## src/verilog/tcs_defs.svh

```systemverilog
// Notes on behaviour
// Limit-C match drives line B per field
// External event drives line B per field
// Software trigger drives line B per field
// Counter value read-only, low 16 bits
// A/B writable only in waveform mode
// Limit C readable and writable always
// Overflow flag sticky, cleared by status read
// Capture overrun flag, zero in waveform
// Match A/B flags, waveform mode only
// Limit-C match flag in both modes
// Capture A/B flags, capture mode only
// External trigger flag, cleared by read
// Bit 16 shows counter clock enabled
// Bit 17 mirrors line A level
// Bit 18 mirrors line B level
// Enable command sets interrupt enables
// Disable command clears interrupt enables
// Mask view shows enabled interrupts
// Mode bit: 0 capture, 1 waveform
// Interrupt while enabled flag set
`ifndef TCS_DEFS_SVH
`define TCS_DEFS_SVH
// ****************************************
// Register offsets
// ****************************************
`define TCS_OFS_CTRL 8'h00
`define TCS_OFS_MODE 8'h04
`define TCS_OFS_CNT 8'h10
`define TCS_OFS_CCA 8'h14
`define TCS_OFS_CCB 8'h18
`define TCS_OFS_LIM 8'h1C
`define TCS_OFS_STAT 8'h20
`define TCS_OFS_IEN 8'h24
`define TCS_OFS_IDIS 8'h28
`define TCS_OFS_IMASK 8'h2C
// ****************************************
// Field positions and reset values
// ****************************************
`define TCS_CTRL_CLKEN 0
`define TCS_CTRL_CLKDIS 1
`define TCS_CTRL_SWTRG 2
`define TCS_MODE_W 9
`define TCS_NFLAG 8
`define TCS_F_OVF 0
`define TCS_F_OVR 1
`define TCS_F_MA 2
`define TCS_F_MB 3
`define TCS_F_MC 4
`define TCS_F_CA 5
`define TCS_F_CB 6
`define TCS_F_ET 7
`define TCS_RST_MODE 9'h000
`define TCS_RST_FLAGS 8'h00
`define TCS_RST_CNT 16'h0000
// Flags that each mode may show in the status word
`define TCS_VIS_WAVE 8'h9D
`define TCS_VIS_CAP 8'hF3
`endif

```

## src/verilog/tcs_pkg.sv

```systemverilog
`default_nettype none
package tcs_pkg;
  // Codes follow declaration order: 00 none, 01 set, 10 clear, 11 toggle
  typedef enum logic [1:0] {ACT_NONE, ACT_SET, ACT_CLEAR, ACT_TOGGLE} tcs_act_e;
  typedef struct packed {
    tcs_act_e soft_act;
    tcs_act_e ext_act;
    tcs_act_e lim_act;
    logic [1:0] ext_edge;
    logic wave;
  } tcs_mode_s;
endpackage : tcs_pkg
`default_nettype wire

```

## src/verilog/tcs_top.sv

```systemverilog
`timescale 1ns/1ps
`default_nettype none
`include "tcs_defs.svh"
module tcs_top #(
  parameter int CW = 16
) (
  input wire logic clk,
  input wire logic rst,
  input wire logic [7:0] addr,
  input wire logic [31:0] wr_data,
  input wire logic wr_stb,
  input wire logic rd_stb,
  output logic [31:0] rd_data,
  input wire logic ext_event_in,
  input wire logic io_line_a_in,
  output logic io_line_a_out,
  output logic io_line_a_oe,
  input wire logic io_line_b_in,
  output logic io_line_b_out,
  output logic io_line_b_oe,
  output logic irq
);
  // ****************************************
  // Helpers
  // ****************************************
  function automatic logic act_apply(tcs_pkg::tcs_act_e a, logic hit, logic cur);
    logic r;
    r = cur;
    if (hit) begin
      unique case (a)
        tcs_pkg::ACT_NONE: r = cur;
        tcs_pkg::ACT_SET: r = 1'b1;
        tcs_pkg::ACT_CLEAR: r = 1'b0;
        tcs_pkg::ACT_TOGGLE: r = ~cur;
      endcase
    end
    return r;
  endfunction : act_apply

  // Selector bit 0 rising, bit 1 falling, both for each edge
  function automatic logic edge_hit(logic [1:0] sel, logic prev, logic now);
    return (sel[0] & ~prev & now) | (sel[1] & prev & ~now);
  endfunction : edge_hit

  // ****************************************
  // State
  // ****************************************
  tcs_pkg::tcs_mode_s mode_r;
  logic [CW-1:0] cnt_r, cca_r, ccb_r, lim_r;
  logic clk_on_r;
  logic [`TCS_NFLAG-1:0] flags_r, imask_r;
  logic a_unread_r, b_unread_r;
  logic ext_prev_r, a_in_r, b_in_r;
  logic line_a_r, line_b_r;
  logic [31:0] rd_data_r;
  logic irq_r;

  // ****************************************
  // Decode
  // ****************************************
  wire logic wave = mode_r.wave;
  wire logic wr_ctrl = wr_stb && addr == `TCS_OFS_CTRL;
  wire logic wr_mode = wr_stb && addr == `TCS_OFS_MODE;
  wire logic wr_cca = wr_stb && addr == `TCS_OFS_CCA && wave;
  wire logic wr_ccb = wr_stb && addr == `TCS_OFS_CCB && wave;
  wire logic wr_lim = wr_stb && addr == `TCS_OFS_LIM;
  wire logic wr_ien = wr_stb && addr == `TCS_OFS_IEN;
  wire logic wr_idis = wr_stb && addr == `TCS_OFS_IDIS;
  wire logic rd_stat = rd_stb && addr == `TCS_OFS_STAT;
  wire logic rd_cca = rd_stb && addr == `TCS_OFS_CCA;
  wire logic rd_ccb = rd_stb && addr == `TCS_OFS_CCB;

  wire logic sw_trg = wr_ctrl && wr_data[`TCS_CTRL_SWTRG];
  wire logic ext_trg = edge_hit(mode_r.ext_edge, ext_prev_r, ext_event_in);
  wire logic restart = sw_trg || ext_trg;
  wire logic cnt_max = cnt_r == {CW{1'b1}};
  wire logic ovf = clk_on_r && cnt_max && !restart;
  wire logic m_a = wave && clk_on_r && cnt_r == cca_r;
  wire logic m_b = wave && clk_on_r && cnt_r == ccb_r;
  wire logic m_c = clk_on_r && cnt_r == lim_r;
  // Line A edges load A on rise, B on fall, capture mode only
  wire logic ld_a = !wave && !a_in_r && io_line_a_in;
  wire logic ld_b = !wave && a_in_r && !io_line_a_in;
  wire logic ovr = (ld_a && a_unread_r) || (ld_b && b_unread_r);

  wire logic [`TCS_NFLAG-1:0] ev;
  assign ev[`TCS_F_OVF] = ovf;
  assign ev[`TCS_F_OVR] = ovr;
  assign ev[`TCS_F_MA] = m_a;
  assign ev[`TCS_F_MB] = m_b;
  assign ev[`TCS_F_MC] = m_c;
  assign ev[`TCS_F_CA] = ld_a;
  assign ev[`TCS_F_CB] = ld_b;
  assign ev[`TCS_F_ET] = ext_trg;

  // Stale flags of the other mode are hidden, kept until a status read clears them
  wire logic [`TCS_NFLAG-1:0] mode_mask = wave ? `TCS_VIS_WAVE : `TCS_VIS_CAP;
  wire logic [`TCS_NFLAG-1:0] flags_view = flags_r & mode_mask;
  // Set wins over the read clear
  wire logic [`TCS_NFLAG-1:0] flags_nxt = ev | (rd_stat ? `TCS_RST_FLAGS : flags_r);
  wire logic [`TCS_NFLAG-1:0] imask_nxt = wr_ien ? (imask_r | wr_data[7:0])
                                        : wr_idis ? (imask_r & ~wr_data[7:0])
                                        : imask_r;

  wire logic mirror_a = wave ? line_a_r : a_in_r;
  wire logic mirror_b = wave ? line_b_r : b_in_r;
  wire logic [31:0] stat_word = {13'h0000, mirror_b, mirror_a, clk_on_r, 8'h00,
                                 flags_view};

  // Priority soft trigger over external event over limit match
  wire logic lb_c = act_apply(mode_r.lim_act, m_c, line_b_r);
  wire logic lb_e = act_apply(mode_r.ext_act, ext_trg, lb_c);
  wire logic lb_nxt = act_apply(mode_r.soft_act, sw_trg, lb_e);
  wire logic la_nxt = m_c ? 1'b0 : (m_a ? 1'b1 : line_a_r);

  wire logic clk_on_nxt = (wr_ctrl && wr_data[`TCS_CTRL_CLKDIS]) ? 1'b0
                        : (restart || (wr_ctrl && wr_data[`TCS_CTRL_CLKEN])) ? 1'b1
                        : clk_on_r;
  wire logic [CW-1:0] cnt_nxt = restart ? `TCS_RST_CNT
                              : clk_on_r ? cnt_r + 1'b1 : cnt_r;

  logic [31:0] rd_mux;
  always_comb begin
    rd_mux = 32'h0000_0000;
    if (rd_stb) begin
      case (addr)
        `TCS_OFS_MODE: rd_mux = {{(32-`TCS_MODE_W){1'b0}}, mode_r};
        `TCS_OFS_CNT: rd_mux = {{(32-CW){1'b0}}, cnt_r};
        `TCS_OFS_CCA: rd_mux = {{(32-CW){1'b0}}, cca_r};
        `TCS_OFS_CCB: rd_mux = {{(32-CW){1'b0}}, ccb_r};
        `TCS_OFS_LIM: rd_mux = {{(32-CW){1'b0}}, lim_r};
        `TCS_OFS_STAT: rd_mux = stat_word;
        `TCS_OFS_IMASK: rd_mux = {24'h000000, imask_r};
        default: rd_mux = 32'h0000_0000;
      endcase
    end
  end

  // ****************************************
  // Registers
  // ****************************************
  always_ff @(posedge clk or posedge rst) begin
    if (rst) begin
      mode_r <= tcs_pkg::tcs_mode_s'(`TCS_RST_MODE);
      cnt_r <= `TCS_RST_CNT;
      cca_r <= `TCS_RST_CNT;
      ccb_r <= `TCS_RST_CNT;
      lim_r <= `TCS_RST_CNT;
      clk_on_r <= 1'b0;
    end else begin
      if (wr_mode) mode_r <= tcs_pkg::tcs_mode_s'(wr_data[`TCS_MODE_W-1:0]);
      cnt_r <= cnt_nxt;
      if (wr_cca) cca_r <= wr_data[CW-1:0];
      else if (ld_a) cca_r <= cnt_r;
      if (wr_ccb) ccb_r <= wr_data[CW-1:0];
      else if (ld_b) ccb_r <= cnt_r;
      if (wr_lim) lim_r <= wr_data[CW-1:0];
      clk_on_r <= clk_on_nxt;
    end
  end

  always_ff @(posedge clk or posedge rst) begin
    if (rst) begin
      flags_r <= `TCS_RST_FLAGS;
      imask_r <= `TCS_RST_FLAGS;
      a_unread_r <= 1'b0;
      b_unread_r <= 1'b0;
      irq_r <= 1'b0;
    end else begin
      flags_r <= flags_nxt;
      imask_r <= imask_nxt;
      a_unread_r <= ld_a || (a_unread_r && !rd_cca);
      b_unread_r <= ld_b || (b_unread_r && !rd_ccb);
      irq_r <= |(flags_view & imask_r);
    end
  end

  always_ff @(posedge clk or posedge rst) begin
    if (rst) begin
      ext_prev_r <= 1'b0;
      a_in_r <= 1'b0;
      b_in_r <= 1'b0;
      line_a_r <= 1'b0;
      line_b_r <= 1'b0;
      io_line_a_oe <= 1'b0;
      io_line_b_oe <= 1'b0;
      rd_data_r <= 32'h0000_0000;
    end else begin
      ext_prev_r <= ext_event_in;
      a_in_r <= io_line_a_in;
      b_in_r <= io_line_b_in;
      line_a_r <= la_nxt;
      line_b_r <= lb_nxt;
      io_line_a_oe <= mode_r.wave;
      io_line_b_oe <= mode_r.wave;
      rd_data_r <= rd_mux;
    end
  end

  assign rd_data = rd_data_r;
  assign irq = irq_r;
  assign io_line_a_out = line_a_r;
  assign io_line_b_out = line_b_r;

  // ****************************************
  // Checks
  // ****************************************
  // Low byte of the write data one cycle back, taken every cycle, for the command checks
  logic [7:0] wr_data_q;
  always_ff @(posedge clk or posedge rst) begin
    if (rst) wr_data_q <= 8'h00;
    else wr_data_q <= wr_data[7:0];
  end

  a_ovf_flag_set: assert property (@(posedge clk) disable iff (rst)
    ovf |=> flags_r[`TCS_F_OVF])
    else $error("overflow did not set its flag");

  a_stat_rd_clear: assert property (@(posedge clk) disable iff (rst)
    (rd_stat && !m_c) |=> !flags_r[`TCS_F_MC])
    else $error("status read left limit flag set");

  a_cap_wave_zero: assert property (@(posedge clk) disable iff (rst)
    wave |-> (flags_view[`TCS_F_CA] == 1'b0 && flags_view[`TCS_F_OVR] == 1'b0))
    else $error("capture flags visible in waveform mode");

  a_match_a_view: assert property (@(posedge clk) disable iff (rst)
    (!wave && !$past(wave)) |-> !flags_view[`TCS_F_MA] && !flags_view[`TCS_F_MB])
    else $error("match flags visible in capture mode");

  a_cca_write_lock: assert property (@(posedge clk) disable iff (rst)
    (wr_stb && addr == `TCS_OFS_CCA && !wave && !ld_a) |=> $stable(cca_r))
    else $error("register A written in capture mode");

  a_ien_sets: assert property (@(posedge clk) disable iff (rst)
    wr_ien |=> ((imask_r & wr_data_q) == wr_data_q))
    else $error("enable command did not take");

  a_idis_clears: assert property (@(posedge clk) disable iff (rst)
    wr_idis |=> ((imask_r & wr_data_q) == 8'h00))
    else $error("disable command did not take");

  a_irq_follows: assert property (@(posedge clk) disable iff (rst)
    ##1 irq == |($past(flags_r & mode_mask) & $past(imask_r)))
    else $error("interrupt does not follow enabled flags");

  a_cnt_read_live: assert property (@(posedge clk) disable iff (rst)
    (rd_stb && addr == `TCS_OFS_CNT) |=> rd_data == {16'h0000, $past(cnt_r)})
    else $error("count read not live value");

  a_line_b_soft: assert property (@(posedge clk) disable iff (rst)
    (sw_trg && mode_r.soft_act == tcs_pkg::ACT_TOGGLE) |=> line_b_r != $past(line_b_r))
    else $error("soft trigger toggle missed");

  a_clk_status: assert property (@(posedge clk) disable iff (rst)
    (rd_stat) |=> rd_data[16] == $past(clk_on_r))
    else $error("clock status bit wrong");

  // ****************************************
  // Checks on flags and registers
  // ****************************************
  a_ovr_flag_set: assert property (@(posedge clk) disable iff (rst)
    ovr |=> flags_r[`TCS_F_OVR])
    else $error("overrun did not set its flag");

  a_ma_flag_set: assert property (@(posedge clk) disable iff (rst)
    m_a |=> flags_r[`TCS_F_MA])
    else $error("match A did not set its flag");

  a_mb_flag_set: assert property (@(posedge clk) disable iff (rst)
    m_b |=> flags_r[`TCS_F_MB])
    else $error("match B did not set its flag");

  a_mc_flag_set: assert property (@(posedge clk) disable iff (rst)
    m_c |=> flags_r[`TCS_F_MC])
    else $error("limit match did not set its flag");

  a_ca_flag_set: assert property (@(posedge clk) disable iff (rst)
    ld_a |=> flags_r[`TCS_F_CA])
    else $error("capture A did not set its flag");

  a_cb_flag_set: assert property (@(posedge clk) disable iff (rst)
    ld_b |=> flags_r[`TCS_F_CB])
    else $error("capture B did not set its flag");

  a_et_flag_set: assert property (@(posedge clk) disable iff (rst)
    ext_trg |=> flags_r[`TCS_F_ET])
    else $error("external trigger did not set its flag");

  a_ovf_rd_clear: assert property (@(posedge clk) disable iff (rst)
    (rd_stat && !ovf) |=> !flags_r[`TCS_F_OVF])
    else $error("status read left overflow flag set");

  a_et_rd_clear: assert property (@(posedge clk) disable iff (rst)
    (rd_stat && !ext_trg) |=> !flags_r[`TCS_F_ET])
    else $error("status read left trigger flag set");

  // Without a status read no flag may drop on its own
  a_flag_sticky: assert property (@(posedge clk) disable iff (rst)
    !rd_stat |=> ((flags_r & $past(flags_r)) == $past(flags_r)))
    else $error("flag dropped without status read");

  a_ccb_write_lock: assert property (@(posedge clk) disable iff (rst)
    (wr_stb && addr == `TCS_OFS_CCB && !wave && !ld_b) |=> $stable(ccb_r))
    else $error("register B written in capture mode");

  a_cca_write_take: assert property (@(posedge clk) disable iff (rst)
    (wr_stb && addr == `TCS_OFS_CCA && wave) |=> cca_r == $past(wr_data[CW-1:0]))
    else $error("register A write lost in waveform mode");

  a_lim_write_take: assert property (@(posedge clk) disable iff (rst)
    wr_lim |=> lim_r == $past(wr_data[CW-1:0]))
    else $error("limit write lost");

  a_lim_read: assert property (@(posedge clk) disable iff (rst)
    (rd_stb && addr == `TCS_OFS_LIM) |=> rd_data == {16'h0000, $past(lim_r)})
    else $error("limit read wrong");

  a_mask_read: assert property (@(posedge clk) disable iff (rst)
    (rd_stb && addr == `TCS_OFS_IMASK) |=> rd_data == {24'h000000, $past(imask_r)})
    else $error("mask view read wrong");

  a_cnt_upper_zero: assert property (@(posedge clk) disable iff (rst)
    (rd_stb && addr == `TCS_OFS_CNT) |=> rd_data[31:16] == 16'h0000)
    else $error("count upper bits not zero");

  a_stat_mirror_a: assert property (@(posedge clk) disable iff (rst)
    rd_stat |=> rd_data[17] == $past(mirror_a))
    else $error("line A mirror bit wrong");

  a_stat_mirror_b: assert property (@(posedge clk) disable iff (rst)
    rd_stat |=> rd_data[18] == $past(mirror_b))
    else $error("line B mirror bit wrong");

  a_cap_a_value: assert property (@(posedge clk) disable iff (rst)
    ld_a |=> cca_r == $past(cnt_r))
    else $error("capture A did not load the count");

  a_cap_b_value: assert property (@(posedge clk) disable iff (rst)
    ld_b |=> ccb_r == $past(cnt_r))
    else $error("capture B did not load the count");

  // ****************************************
  // Checks on lines and clock
  // ****************************************
  // Higher-priority sources are excluded so each action is seen alone
  a_lb_limit_set: assert property (@(posedge clk) disable iff (rst)
    (m_c && !ext_trg && !sw_trg && mode_r.lim_act == tcs_pkg::ACT_SET) |=> line_b_r)
    else $error("limit match did not set line B");

  a_lb_limit_clr: assert property (@(posedge clk) disable iff (rst)
    (m_c && !ext_trg && !sw_trg && mode_r.lim_act == tcs_pkg::ACT_CLEAR) |=> !line_b_r)
    else $error("limit match did not clear line B");

  a_lb_ext_set: assert property (@(posedge clk) disable iff (rst)
    (ext_trg && !sw_trg && mode_r.ext_act == tcs_pkg::ACT_SET) |=> line_b_r)
    else $error("external event did not set line B");

  a_lb_soft_clr: assert property (@(posedge clk) disable iff (rst)
    (sw_trg && mode_r.soft_act == tcs_pkg::ACT_CLEAR) |=> !line_b_r)
    else $error("soft trigger did not clear line B");

  a_lb_idle_hold: assert property (@(posedge clk) disable iff (rst)
    (!m_c && !ext_trg && !sw_trg) |=> $stable(line_b_r))
    else $error("line B moved without a cause");

  a_lb_drive_mode: assert property (@(posedge clk) disable iff (rst)
    ##1 io_line_b_oe == $past(mode_r.wave))
    else $error("line B drive does not follow mode");

  a_clk_dis_wins: assert property (@(posedge clk) disable iff (rst)
    (wr_ctrl && wr_data[`TCS_CTRL_CLKDIS]) |=> !clk_on_r)
    else $error("clock disable did not stop the count");
endmodule : tcs_top
`default_nettype wire

```

## config.mk

```make
export PLATFORM = sky130hd
export DESIGN_NAME = tcs_top
export DESIGN_NICKNAME = d
export VERILOG_FILES = /design/src/verilog/tcs_pkg.sv /design/src/verilog/tcs_top.sv
export VERILOG_INCLUDE_DIRS = /design/src /design/src/verilog
export SDC_FILE = /design/constraint.sdc
export NUM_CORES = 1
export LEC_CHECK = 0
export CELL_PAD_IN_SITES_DETAIL_PLACEMENT = 1
export CELL_PAD_IN_SITES_GLOBAL_PLACEMENT = 1
export CORE_UTILIZATION = 40
export DETAILED_ROUTE_END_ITERATION = 12
export DONT_BUFFER_PORTS = 1
export HOLD_SLACK_MARGIN = 0.15
export PLACE_DENSITY = 0.78
export SYNTH_ARGS = -nofsm -noshare
export SYNTH_HDL_FRONTEND = slang
export SYNTH_SLANG_ARGS = --single-unit
```

## constraint.sdc

```tcl
create_clock -name clk -period 4.9 [get_ports clk]
set_input_delay 0.245 -clock clk [delete_from_list [all_inputs] [get_ports clk]]
set_output_delay 0.245 -clock clk [all_outputs]
set_load 0.01 [all_outputs]
```

* Word level (Yosys, flattened, before mapping)
Index checks and enable logic that the tools add are counted.
** Word-level totals
- Bits in registers :: 131
- Input bits :: 47
** Cells by class
- $add $sub $neg :: 1
- Equal/unequal tests :: 22
- Multiplexer cells :: 24
- Bitwise logic cells :: 16
- Reduce and logical (&&, ||, !) cells :: 51
** Operators by type and width (count)
- case mux 19 bit (7 select lines) :: 1
- two-way mux 16 bit :: 6
- equality test 16 bit :: 3
- equality test 8 x 5 -> 1 bit (second input constant) :: 4
- equality test 8 x 6 -> 1 bit (second input constant) :: 4
- logical AND 1 bit :: 29
- AND 8 bit :: 3
- two-way mux 8 bit :: 3
- two-way mux 19 bit :: 1
- adder 16 x 1 -> 16 bit (second input constant) :: 1
- equality test 16 bit (second input constant) :: 1
- bitwise OR 8 bit :: 2
- equality test 2 bit (second input constant) :: 6
- case mux 1 bit (4 select lines) :: 3
- nonzero test 2 bit :: 6
- two-way mux 1 bit :: 9
- equality test 8 x 3 -> 1 bit (second input constant) :: 1
- zero test 8 bit :: 1
- NOT 8 bit :: 1
- OR reduction 8 bit :: 1
- two-way mux 7 bit :: 1
- equality test 2 x 1 -> 1 bit (second input constant) :: 3
- zero test 1 bit :: 6
- zero test 2 bit :: 3
- 4 further kinds :: 15

* Depth between registers and ports, before layout
Gate-level depths: netlist of the first run.
- Word-level depth :: 9
- Mapped depth :: 9
- Gate-level depth less buffers :: 7

* Worst setup path after synthesis of the first run
Ideal clock, no wire load.
- Path type :: reg2reg
- From :: register cnt_r[2]
- To :: register line_b_r (netlist: io_line_b_out)
- Data arrival time :: 1.805 ns
- Required time :: 4.819 ns
- Setup slack :: 3.014 ns
- Cell stages (with the launch flop) :: 9
- Buffers on the path :: 1
- Clock period less this slack :: 1.886 ns
- Cell sequence :: dfrtp_1 buf_6 xnor2_2 nand4_1 nor4_2 and2_2 a31o_4 mux2_4 o211ai_2
** On the way
- Longest elaborated chain between the ends :: 9
** Ends and longest elaborated chain
- start, declared :: RTL line tcs_top.sv:49 : logic [CW-1:0] cnt_r, cca_r, ccb_r, lim_r;
- start signal, assigned :: RTL line tcs_top.sv:145 : cnt_r <= `TCS_RST_CNT;
- start signal, assigned :: RTL line tcs_top.sv:152 : cnt_r <= cnt_nxt;
- equality test 16 bit (*) :: RTL line tcs_top.sv:80 : wire logic m_c = clk_on_r && cnt_r == lim_r;
- logical AND 1 bit (*) :: RTL line tcs_top.sv:80
- two-way mux 1 bit (*) :: RTL line tcs_top.sv:29 : if (hit) begin
- NOT 1 bit :: RTL line tcs_top.sv:34 : tcs_pkg::ACT_TOGGLE: r = ~cur;
- case mux 1 bit (4 select lines) :: RTL line tcs_top.sv:30 : unique case (a)
- two-way mux 1 bit (*) :: RTL line tcs_top.sv:29
- NOT 1 bit :: RTL line tcs_top.sv:34
- case mux 1 bit (4 select lines) :: RTL line tcs_top.sv:30
- two-way mux 1 bit (*) :: RTL line tcs_top.sv:29
- named net lb_nxt :: RTL line tcs_top.sv:113 : wire logic lb_nxt = act_apply(mode_r.soft_act, sw_trg, lb_e);
- end signal, assigned :: RTL line tcs_top.sv:193 : line_b_r <= lb_nxt;
- end, declared :: RTL line tcs_top.sv:54 : logic line_a_r, line_b_r;
The timed path passes the listed nets; every way through them passes the cells marked *.
A chain may end at the register's enable or synchronous reset.

* Worst setup path in the final report of the first run
- From :: register mode_r[2] (netlist name)
- To :: register clk_on_r
** On the way
- Longest elaborated chain between the ends :: 6
** Ends and longest elaborated chain
- start, declared :: RTL line tcs_top.sv:48 : tcs_pkg::tcs_mode_s mode_r;
- start signal, assigned :: RTL line tcs_top.sv:144 : mode_r <= tcs_pkg::tcs_mode_s'(`TCS_RST_MODE);
- start signal, assigned :: RTL line tcs_top.sv:151 : if (wr_mode) mode_r <= tcs_pkg::tcs_mode_s'(wr_data[`TCS_MODE_W-1:0]);
- AND 1 bit (2 in a row) :: RTL line tcs_top.sv:42 : return (sel[0] & ~prev & now) | (sel[1] & prev & ~now);
- bitwise OR 1 bit :: RTL line tcs_top.sv:42
- logical OR 1 bit :: RTL line tcs_top.sv:75 : wire logic restart = sw_trg || ext_trg;
- logical OR 1 bit :: RTL line tcs_top.sv:117 : : (restart || (wr_ctrl && wr_data[`TCS_CTRL_CLKEN])) ? 1'b1
- nonzero test 2 bit (no source line)
- end signal, assigned :: RTL line tcs_top.sv:158 : clk_on_r <= clk_on_nxt;
- end, declared :: RTL line tcs_top.sv:50 : logic clk_on_r;
Every way passes these cells.

==> results_dict.tcl, run 1 <==
set metrics [dict create \
    outcome "complete, no violations" \
    tritoncts_num_sinks 118 \
    intPower_mw 2.176 \
    worstPathArrival_ps 2940 \
    dr_total_vias 5004 \
    cts_hold_buf 22 \
    pwr-share-seq_pct 43.6 \
    drv.max_cap_violation_count 0 \
    ys_ff_latch 118 \
    r2r_setup_slack_ps 2310 \
    p_sw_mw 1.149 \
    cts.repair.resized 0 \
    buffer_ports.inserted 0 \
    nFillCells 1562 \
    share_of_layout_cells_above_drive_strength_1_pct 13.57 \
    gp_congestion 0.8669 \
    slew_headroom_pct 16.28 \
    drt_iter0_drc 588 \
    antenna_violating_nets_post_route 0 \
    worst_setup_hold_path_clk_slew_ps 60 \
    final.setup.tns_ps 0 \
    wl_per_cell_um 25.83 \
    place_inst 727 \
    yosys.cell_types.count 46 \
    p_comb_share_pct 18.9 \
    initial_core_util_pct 41.09 \
    syn_inst 577 \
    die_area_um2 15480 \
    post_cts.repair.setup_buffers 0 \
    setup.worst_path.class "flop to flop" \
    drt-pass1-iter-count 9 \
    rsz0062_at_grt "no" \
    grt_antenna_before_repair 1 \
    worstHoldPathType "primary input to flop" \
    cell_at_the_root_of_the_clock_tree "sky130_fd_sc_hd__clkbuf_16" \
    global_route.usage.total_pct 26.56 \
    critical_path.startpoint_type "flop" \
    hold-path-cell-count 3 \
    ys_seq_area_share_pct 49.26 \
    utilization_pct 46.79 \
    detailedPlacementHpwl_um 12250 \
    top_level_ports 84 \
    worst_setup_path_end_kind "flop" \
    finalWirelength_um 20200 \
    clockBufferDepth 2 \
    clock_tree_from_tritoncts "done" \
    placement_rows 44 \
    synth.yosys.warnings 0 \
    tritoncts.num_buffers 17 \
    irDropWorstVdd_uv 181.7 \
    yosys_most_used_dff "sky130_fd_sc_hd__dfrtp_1" \
    setup_slack_ps 2315 \
    detail_route.vias_per_cell 6.399 \
    number_of_global_route_vias_before_repair 5315 \
    place_worst_setup_slack_ps 2290 \
    max_clock_freq_mhz 386.8 \
    number_of_enable_flip_flop_cells_after_synthesis 0 \
    post_synth.cell_area_avg_um2 10.39 \
    final-max-slew-violation-count 0 \
    final.setup_skew_ps 8.122 \
    setup-violations-final 0 \
    pwr-share-clk_pct 37.5 \
    power.switching_fraction_pct 34.56 \
    post_layout_nonfiller_instances 782 \
    grt_max_degree 70 \
    worst_ep_required_time_ps 5260 \
    asyncSetResetFlopFracSynth_pct 100.0 \
    final-hold-violation-count 0 \
    worstPathMaxFanout 18 \
    core_area_um2 14590 \
    nets 632 \
    synth.cell_area_um2 5994 \
    cellPowerDensity_nw_per_um2 487.1 \
    timing_worst_slew_pin_value_ps 1252 \
    grt_overflow_total 0 \
    die_w_um 124.4 \
    total_leakage_power_nw 2.984 \
    grt_pass1_wl_um 31320 \
    timing.reg2reg.worst_path_depth 6 \
    finalCritPeriodShare_pct 52.76 \
    syn2layout_area_growth_pct 13.88 \
    drc_errors 0 \
    die_span_y_um 124.4 \
    period_needed_ps 2585 \
    cts-htree-levels 4 \
    clock_latency_ps 420 \
]
==> area by class of cell <==
| cell class | instances | area, um^2 | share of cell area (%) |
|---|---|---|---|
| clock inverters | 14 | 153.9 | 2.254 |
| inverters | 3 | 13.76 | 0.2016 |
| well taps | 184 | 230.2 | 3.372 |
| clock buffers | 18 | 439.2 | 6.433 |
| multi-input cells | 413 | 2746 | 40.23 |
| repair buffers | 31 | 287.8 | 4.216 |
| diodes | 1 | 2.502 | 0.03666 |
| flip-flops and latches | 118 | 2953 | 43.26 |
==> flip-flops by register name, summed over array words and instances, names as in the netlist, 8 cells and up, named ones only <==
name	count
rd_data	19
cca_r	16
ccb_r	16
cnt_r	16
lim_r	16
flags_r	8
mode_r	8
==> final timing paths <==
kind | from | endpoint
hold / removal | wr_data[2] | io_line_b_out$_DFF_PP0_
min in group asynchronous | rst | rd_data[13]$_DFF_PP0_
setup reg to reg | mode_r[2]$_DFFE_PP0P_ | clk_on_r$_DFFE_PP0P_
hold reg to reg | b_unread_r$_DFF_PP0_ | b_unread_r$_DFF_PP0_
setup / recovery | mode_r[2]$_DFFE_PP0P_ | clk_on_r$_DFFE_PP0P_
max in group asynchronous | rst | ccb_r[1]$_DFFE_PP0P_
==> cell usage after synthesis (11+ instances only) <==
library cell / count / area share [%]
sky130_fd_sc_hd__a22o_1: 11 / 1.6
sky130_fd_sc_hd__a22oi_1: 62 / 7.8
sky130_fd_sc_hd__buf_2: 22 / 1.8
sky130_fd_sc_hd__buf_4: 16 / 2.0
sky130_fd_sc_hd__clkbuf_1: 12 / 0.75
sky130_fd_sc_hd__dfrtp_1: 118 / 49
sky130_fd_sc_hd__mux2_2: 25 / 4.7
sky130_fd_sc_hd__nand2_1: 94 / 5.9
sky130_fd_sc_hd__nand3_1: 11 / 0.92
sky130_fd_sc_hd__nor2_1: 32 / 2.0
sky130_fd_sc_hd__xnor2_1: 29 / 4.2
sky130_fd_sc_hd__xor2_1: 30 / 4.4
==> through the flow <==
step | total power, mW | instance area (um^2) | hold WS (ps)
6_report | 3.325 | 6827 | 248.3
5_1_grt | 3.446 | 6827 | 278.7
3_5_place_dp | 2.013 | 6011 | 276.5
4_1_cts | 3.304 | 6824 | 236.6
3_3_place_gp | 1.969 | 6011 | 276.5
2_1_floorplan | 1.867 | 6040 | 276.4
==> layout by cell type, fill, tap and decap left out, drive strengths merged, types with 6 or more instances in the layout <==
cell type	count
dfrtp	118
nand2	95
a22oi	62
nor2	35
xnor2	32
xor2	30
mux2	26
dlygate4sd3	22
clkbuf	18
conb	13
nand3	11
a22o	11
and3	10
nand4	10
a21oi	10
a31oi	10
a222oi	9
buf	9
a21o	8
nor4	8
nor3	6
clkinvlp	6
==> critical path: stages, from the launching register on <==
cell and delay [ps]:
sky130_fd_sc_hd__dfrtp_1 400, sky130_fd_sc_hd__nand2_1 60, sky130_fd_sc_hd__o21ai_0 610, sky130_fd_sc_hd__a21o_1 600
sky130_fd_sc_hd__a211oi_1 140, sky130_fd_sc_hd__a21oi_1 150, sky130_fd_sc_hd__dlygate4sd3_1 560
==> cells by family after synthesis <==
logic type | share of synthesized area [%]
flip-flops | 49.26
other | 0.06256
buffers and inverters | 5.761
XOR/XNOR | 9.434
multiplexers | 5.615
adder cells (fa/ha/maj) | 0.2087
AND/OR/NAND/NOR | 14.07
AO/OA/AOI/OAI | 15.59
==> metal layers <==
metal  track usage [%]  routed length, um
met1             32.22               7681
met2             44.13              10020
met3             5.284               1600
met4             14.74                897
met5                 0                  0
==> power by group through the flow <==
stage / clock network (mW) / registers, mW / logic, mW
floorplan: 0 / 1.24 / 0.628
finish: 1.25 / 1.45 / 0.627
global placement: 0 / 1.43 / 0.542
global route: 1.29 / 1.47 / 0.680
CTS: 1.25 / 1.44 / 0.620
detailed placement: 0 / 1.44 / 0.568
No activity file was read; power rests on OpenSTA's default activity.
==> run 2: changes to the inputs <==
- PLACE_DENSITY: 0.78 -> 0.81
- clock period: 4.9 -> 2.2 ns (I/O delays scaled with it)
==> run 2 against run 1 <==
Setup slack got worse by 2300 ps. Clock skew grew 5.9 ps. Global-route usage rose by 2.8 points. First-iteration DRC count rose by 9.2%. Sequential power is 100% higher. Register-to-register slack got worse by 2300 ps. Die area did not move. Sequential cell count did not move. Non-clock buffer count increased by 34. Combinational power rose to 3.1 times the previous value. Critical endpoint is now io_line_b_out$_DFF_PP0_.
==> results_dict.tcl, run 2 (synthesis gave the netlist of run 1 again) <==
set metrics [dict create \
    die_span_y_um 124.4 \
    detail_route.vias_per_cell 6.526 \
    num_antenna_cells 0 \
    final-max-slew-violation-count 0 \
    drc_errors 0 \
    drt_iter0_drc 642 \
    grt_antenna_before_repair 0 \
    multiInputGateArea_um2 2755 \
    tritoncts_num_sinks 118 \
    nFillCells 1559 \
    placement_rows 44 \
    grt_max_degree 119 \
    finalWirelength_um 21910 \
    cts-htree-levels 4 \
    wl_per_cell_um 26.91 \
    die_w_um 124.4 \
    worstHoldPathType "primary input to flop" \
    grt_overflow_total 0 \
    antenna_violating_nets_post_route 0 \
    finalCritPeriodShare_pct 98.77 \
    top_level_ports 84 \
    initial_core_util_pct 41.09 \
    hold_slack_ps 161.8 \
    global_route.usage.total_pct 29.34 \
    sequential_cell_area_um2 2954 \
    worstPathMaxFanout 3 \
    buffer_ports.inserted 0 \
    worstPathArrival_ps 2530 \
    worst_ep_required_time_ps 2550 \
    period_needed_ps 2173 \
    worst_r2r_endpoint "io_line_b_out$_DFF_PP0_" \
    die_area_um2 15480 \
    clock_tree_from_tritoncts "done" \
    commonest_non_fill_non_tap_cell_in_the_layout "sky130_fd_sc_hd__dfrtp_1" \
    drv.max_cap_violation_count 0 \
    mostFrequentLayoutCells "sky130_fd_sc_hd__dfrtp_1 (117), sky130_fd_sc_hd__nand2_1 (94), sky130_fd_sc_hd__a22oi_1 (62)" \
    gr-max-usage-layer "met2" \
    worstReg2RegStart "lim_r[15]$_DFFE_PP0P_" \
    hold-path-cell-count 2 \
    timing.reg2reg.worst_path_depth 7 \
    setup.worst_path.class "flop to flop" \
    gr-usage-met3_pct 7.474 \
    detailedPlacementHpwl_um 13220 \
    grt_pass1_wl_um 34170 \
    outcome "complete, no violations" \
    max_reg_flops 19 \
    timing_worst_slew_pin_value_ps 741.8 \
    rsz0062_at_grt "yes" \
    core_area_um2 14590 \
    clock_latency_ps 430 \
    setup-violations-final 0 \
    final-hold-violation-count 0 \
    syn2layout_area_growth_pct 19.08 \
    grt.met1_usage_pct 35.04 \
    number_of_global_route_vias_before_repair 5673 \
    slew_headroom_pct 50.37 \
    design_power_total_mw 7.875 \
    gp_congestion 0.8620 \
    utilization_pct 48.93 \
    irDropWorstVdd_uv 450.5 \
    holdPathEnd "io_line_b_out$_DFF_PP0_" \
    worstHoldStart "ext_event_in" \
    grtUsageMet2_pct 47.25 \
    setup_slack_ps 26.99 \
    clockBufferDepth 2 \
    worst_setup_hold_path_clk_slew_ps 50 \
    place_worst_setup_slack_ps -1.988 \
    crit_path_start "lim_r[15]$_DFFE_PP0P_" \
    share_of_layout_cells_above_drive_strength_1_pct 17.62 \
    dr_total_vias 5312 \
    post_cts.repair.setup_buffers 0 \
    critical_path.startpoint_type "flop" \
    cellPowerDensity_nw_per_um2 1103 \
    cell_at_the_root_of_the_clock_tree "sky130_fd_sc_hd__clkbuf_16" \
    worst_setup_path_end_kind "flop" \
    tritoncts.num_buffers 17 \
    drt-pass1-iter-count 7 \
    max_clock_freq_mhz 460.2 \
    total_leakage_power_nw 3.207 \
    nets 666 \
    r2r_setup_slack_ps 30 \
    final.setup_skew_ps 13.98 \
]
-- run 2: where the power goes --
group | internal, mW | switching (mW) | total (mW) | leakage, nW
clock | 1.97 | 0.989 | 2.96 | 0.310
combinational | 0.784 | 1.18 | 1.96 | 1.38
sequential | 2.53 | 0.428 | 2.96 | 1.52
-- run 2: how the worst max path moves through the flow --
stage                                    endpoint  slack [ps]  depth (start not counted)
final                     io_line_b_out$_DFF_PP0_          30                          7
after global routing      io_line_b_out$_DFF_PP0_         -30                          7
after CTS                 io_line_b_out$_DFF_PP0_          20                          7
after detailed placement  io_line_b_out$_DFF_PP0_          -2                          7
after global placement    io_line_b_out$_DFF_PP0_         100                          7
after floorplan           io_line_b_out$_DFF_PP0_         310                          8
-- run 2: final cells by class --
cell class | count | share of cell area [%]
clock buffers | 22 | 6.643
clock inverters | 9 | 2.086
inverters | 3 | 0.2103
multi-input cells | 413 | 38.60
flip-flops and latches | 118 | 41.38
well taps | 184 | 3.225
repair buffers | 65 | 7.853
-- run 2: per-layer routing --
layer	part of all wire (%)	routed length, um	vias up
met4	5.8	1273	0
met2	49	10650	377
met1	37	8069	2715
met3	8.7	1913	111
met5	0	0	-
li1	-	-	2109
-- run 2: through the flow --
step	instance area [um^2]	cells	TNS [ps]
final	7138	814	0
after global routing	7138	814	-28.91
after CTS	7137	814	0
after detailed placement	6265	759	-1.988
after global placement	6265	759	0
after floorplan	6043	589	0
-- run 2: repair_timing --
item / 4_1_cts / 5_1_grt
gates resized for setup: 1 / 1
pin swaps: 1 / 1
endpoints found under the setup margin: 1 / 3
hold endpoints to repair: 214 / 0
hold buffers: 24 / 0
-- run 2: worst max-delay path, stage by stage, from the launching register on --
cell	delay [ps]
sky130_fd_sc_hd__dfrtp_1	410
sky130_fd_sc_hd__xnor2_1	200
sky130_fd_sc_hd__nand4_1	180
sky130_fd_sc_hd__nor4_4	430
sky130_fd_sc_hd__and2_2	250
sky130_fd_sc_hd__a31o_4	190
sky130_fd_sc_hd__mux2_4	300
sky130_fd_sc_hd__o211ai_2	130
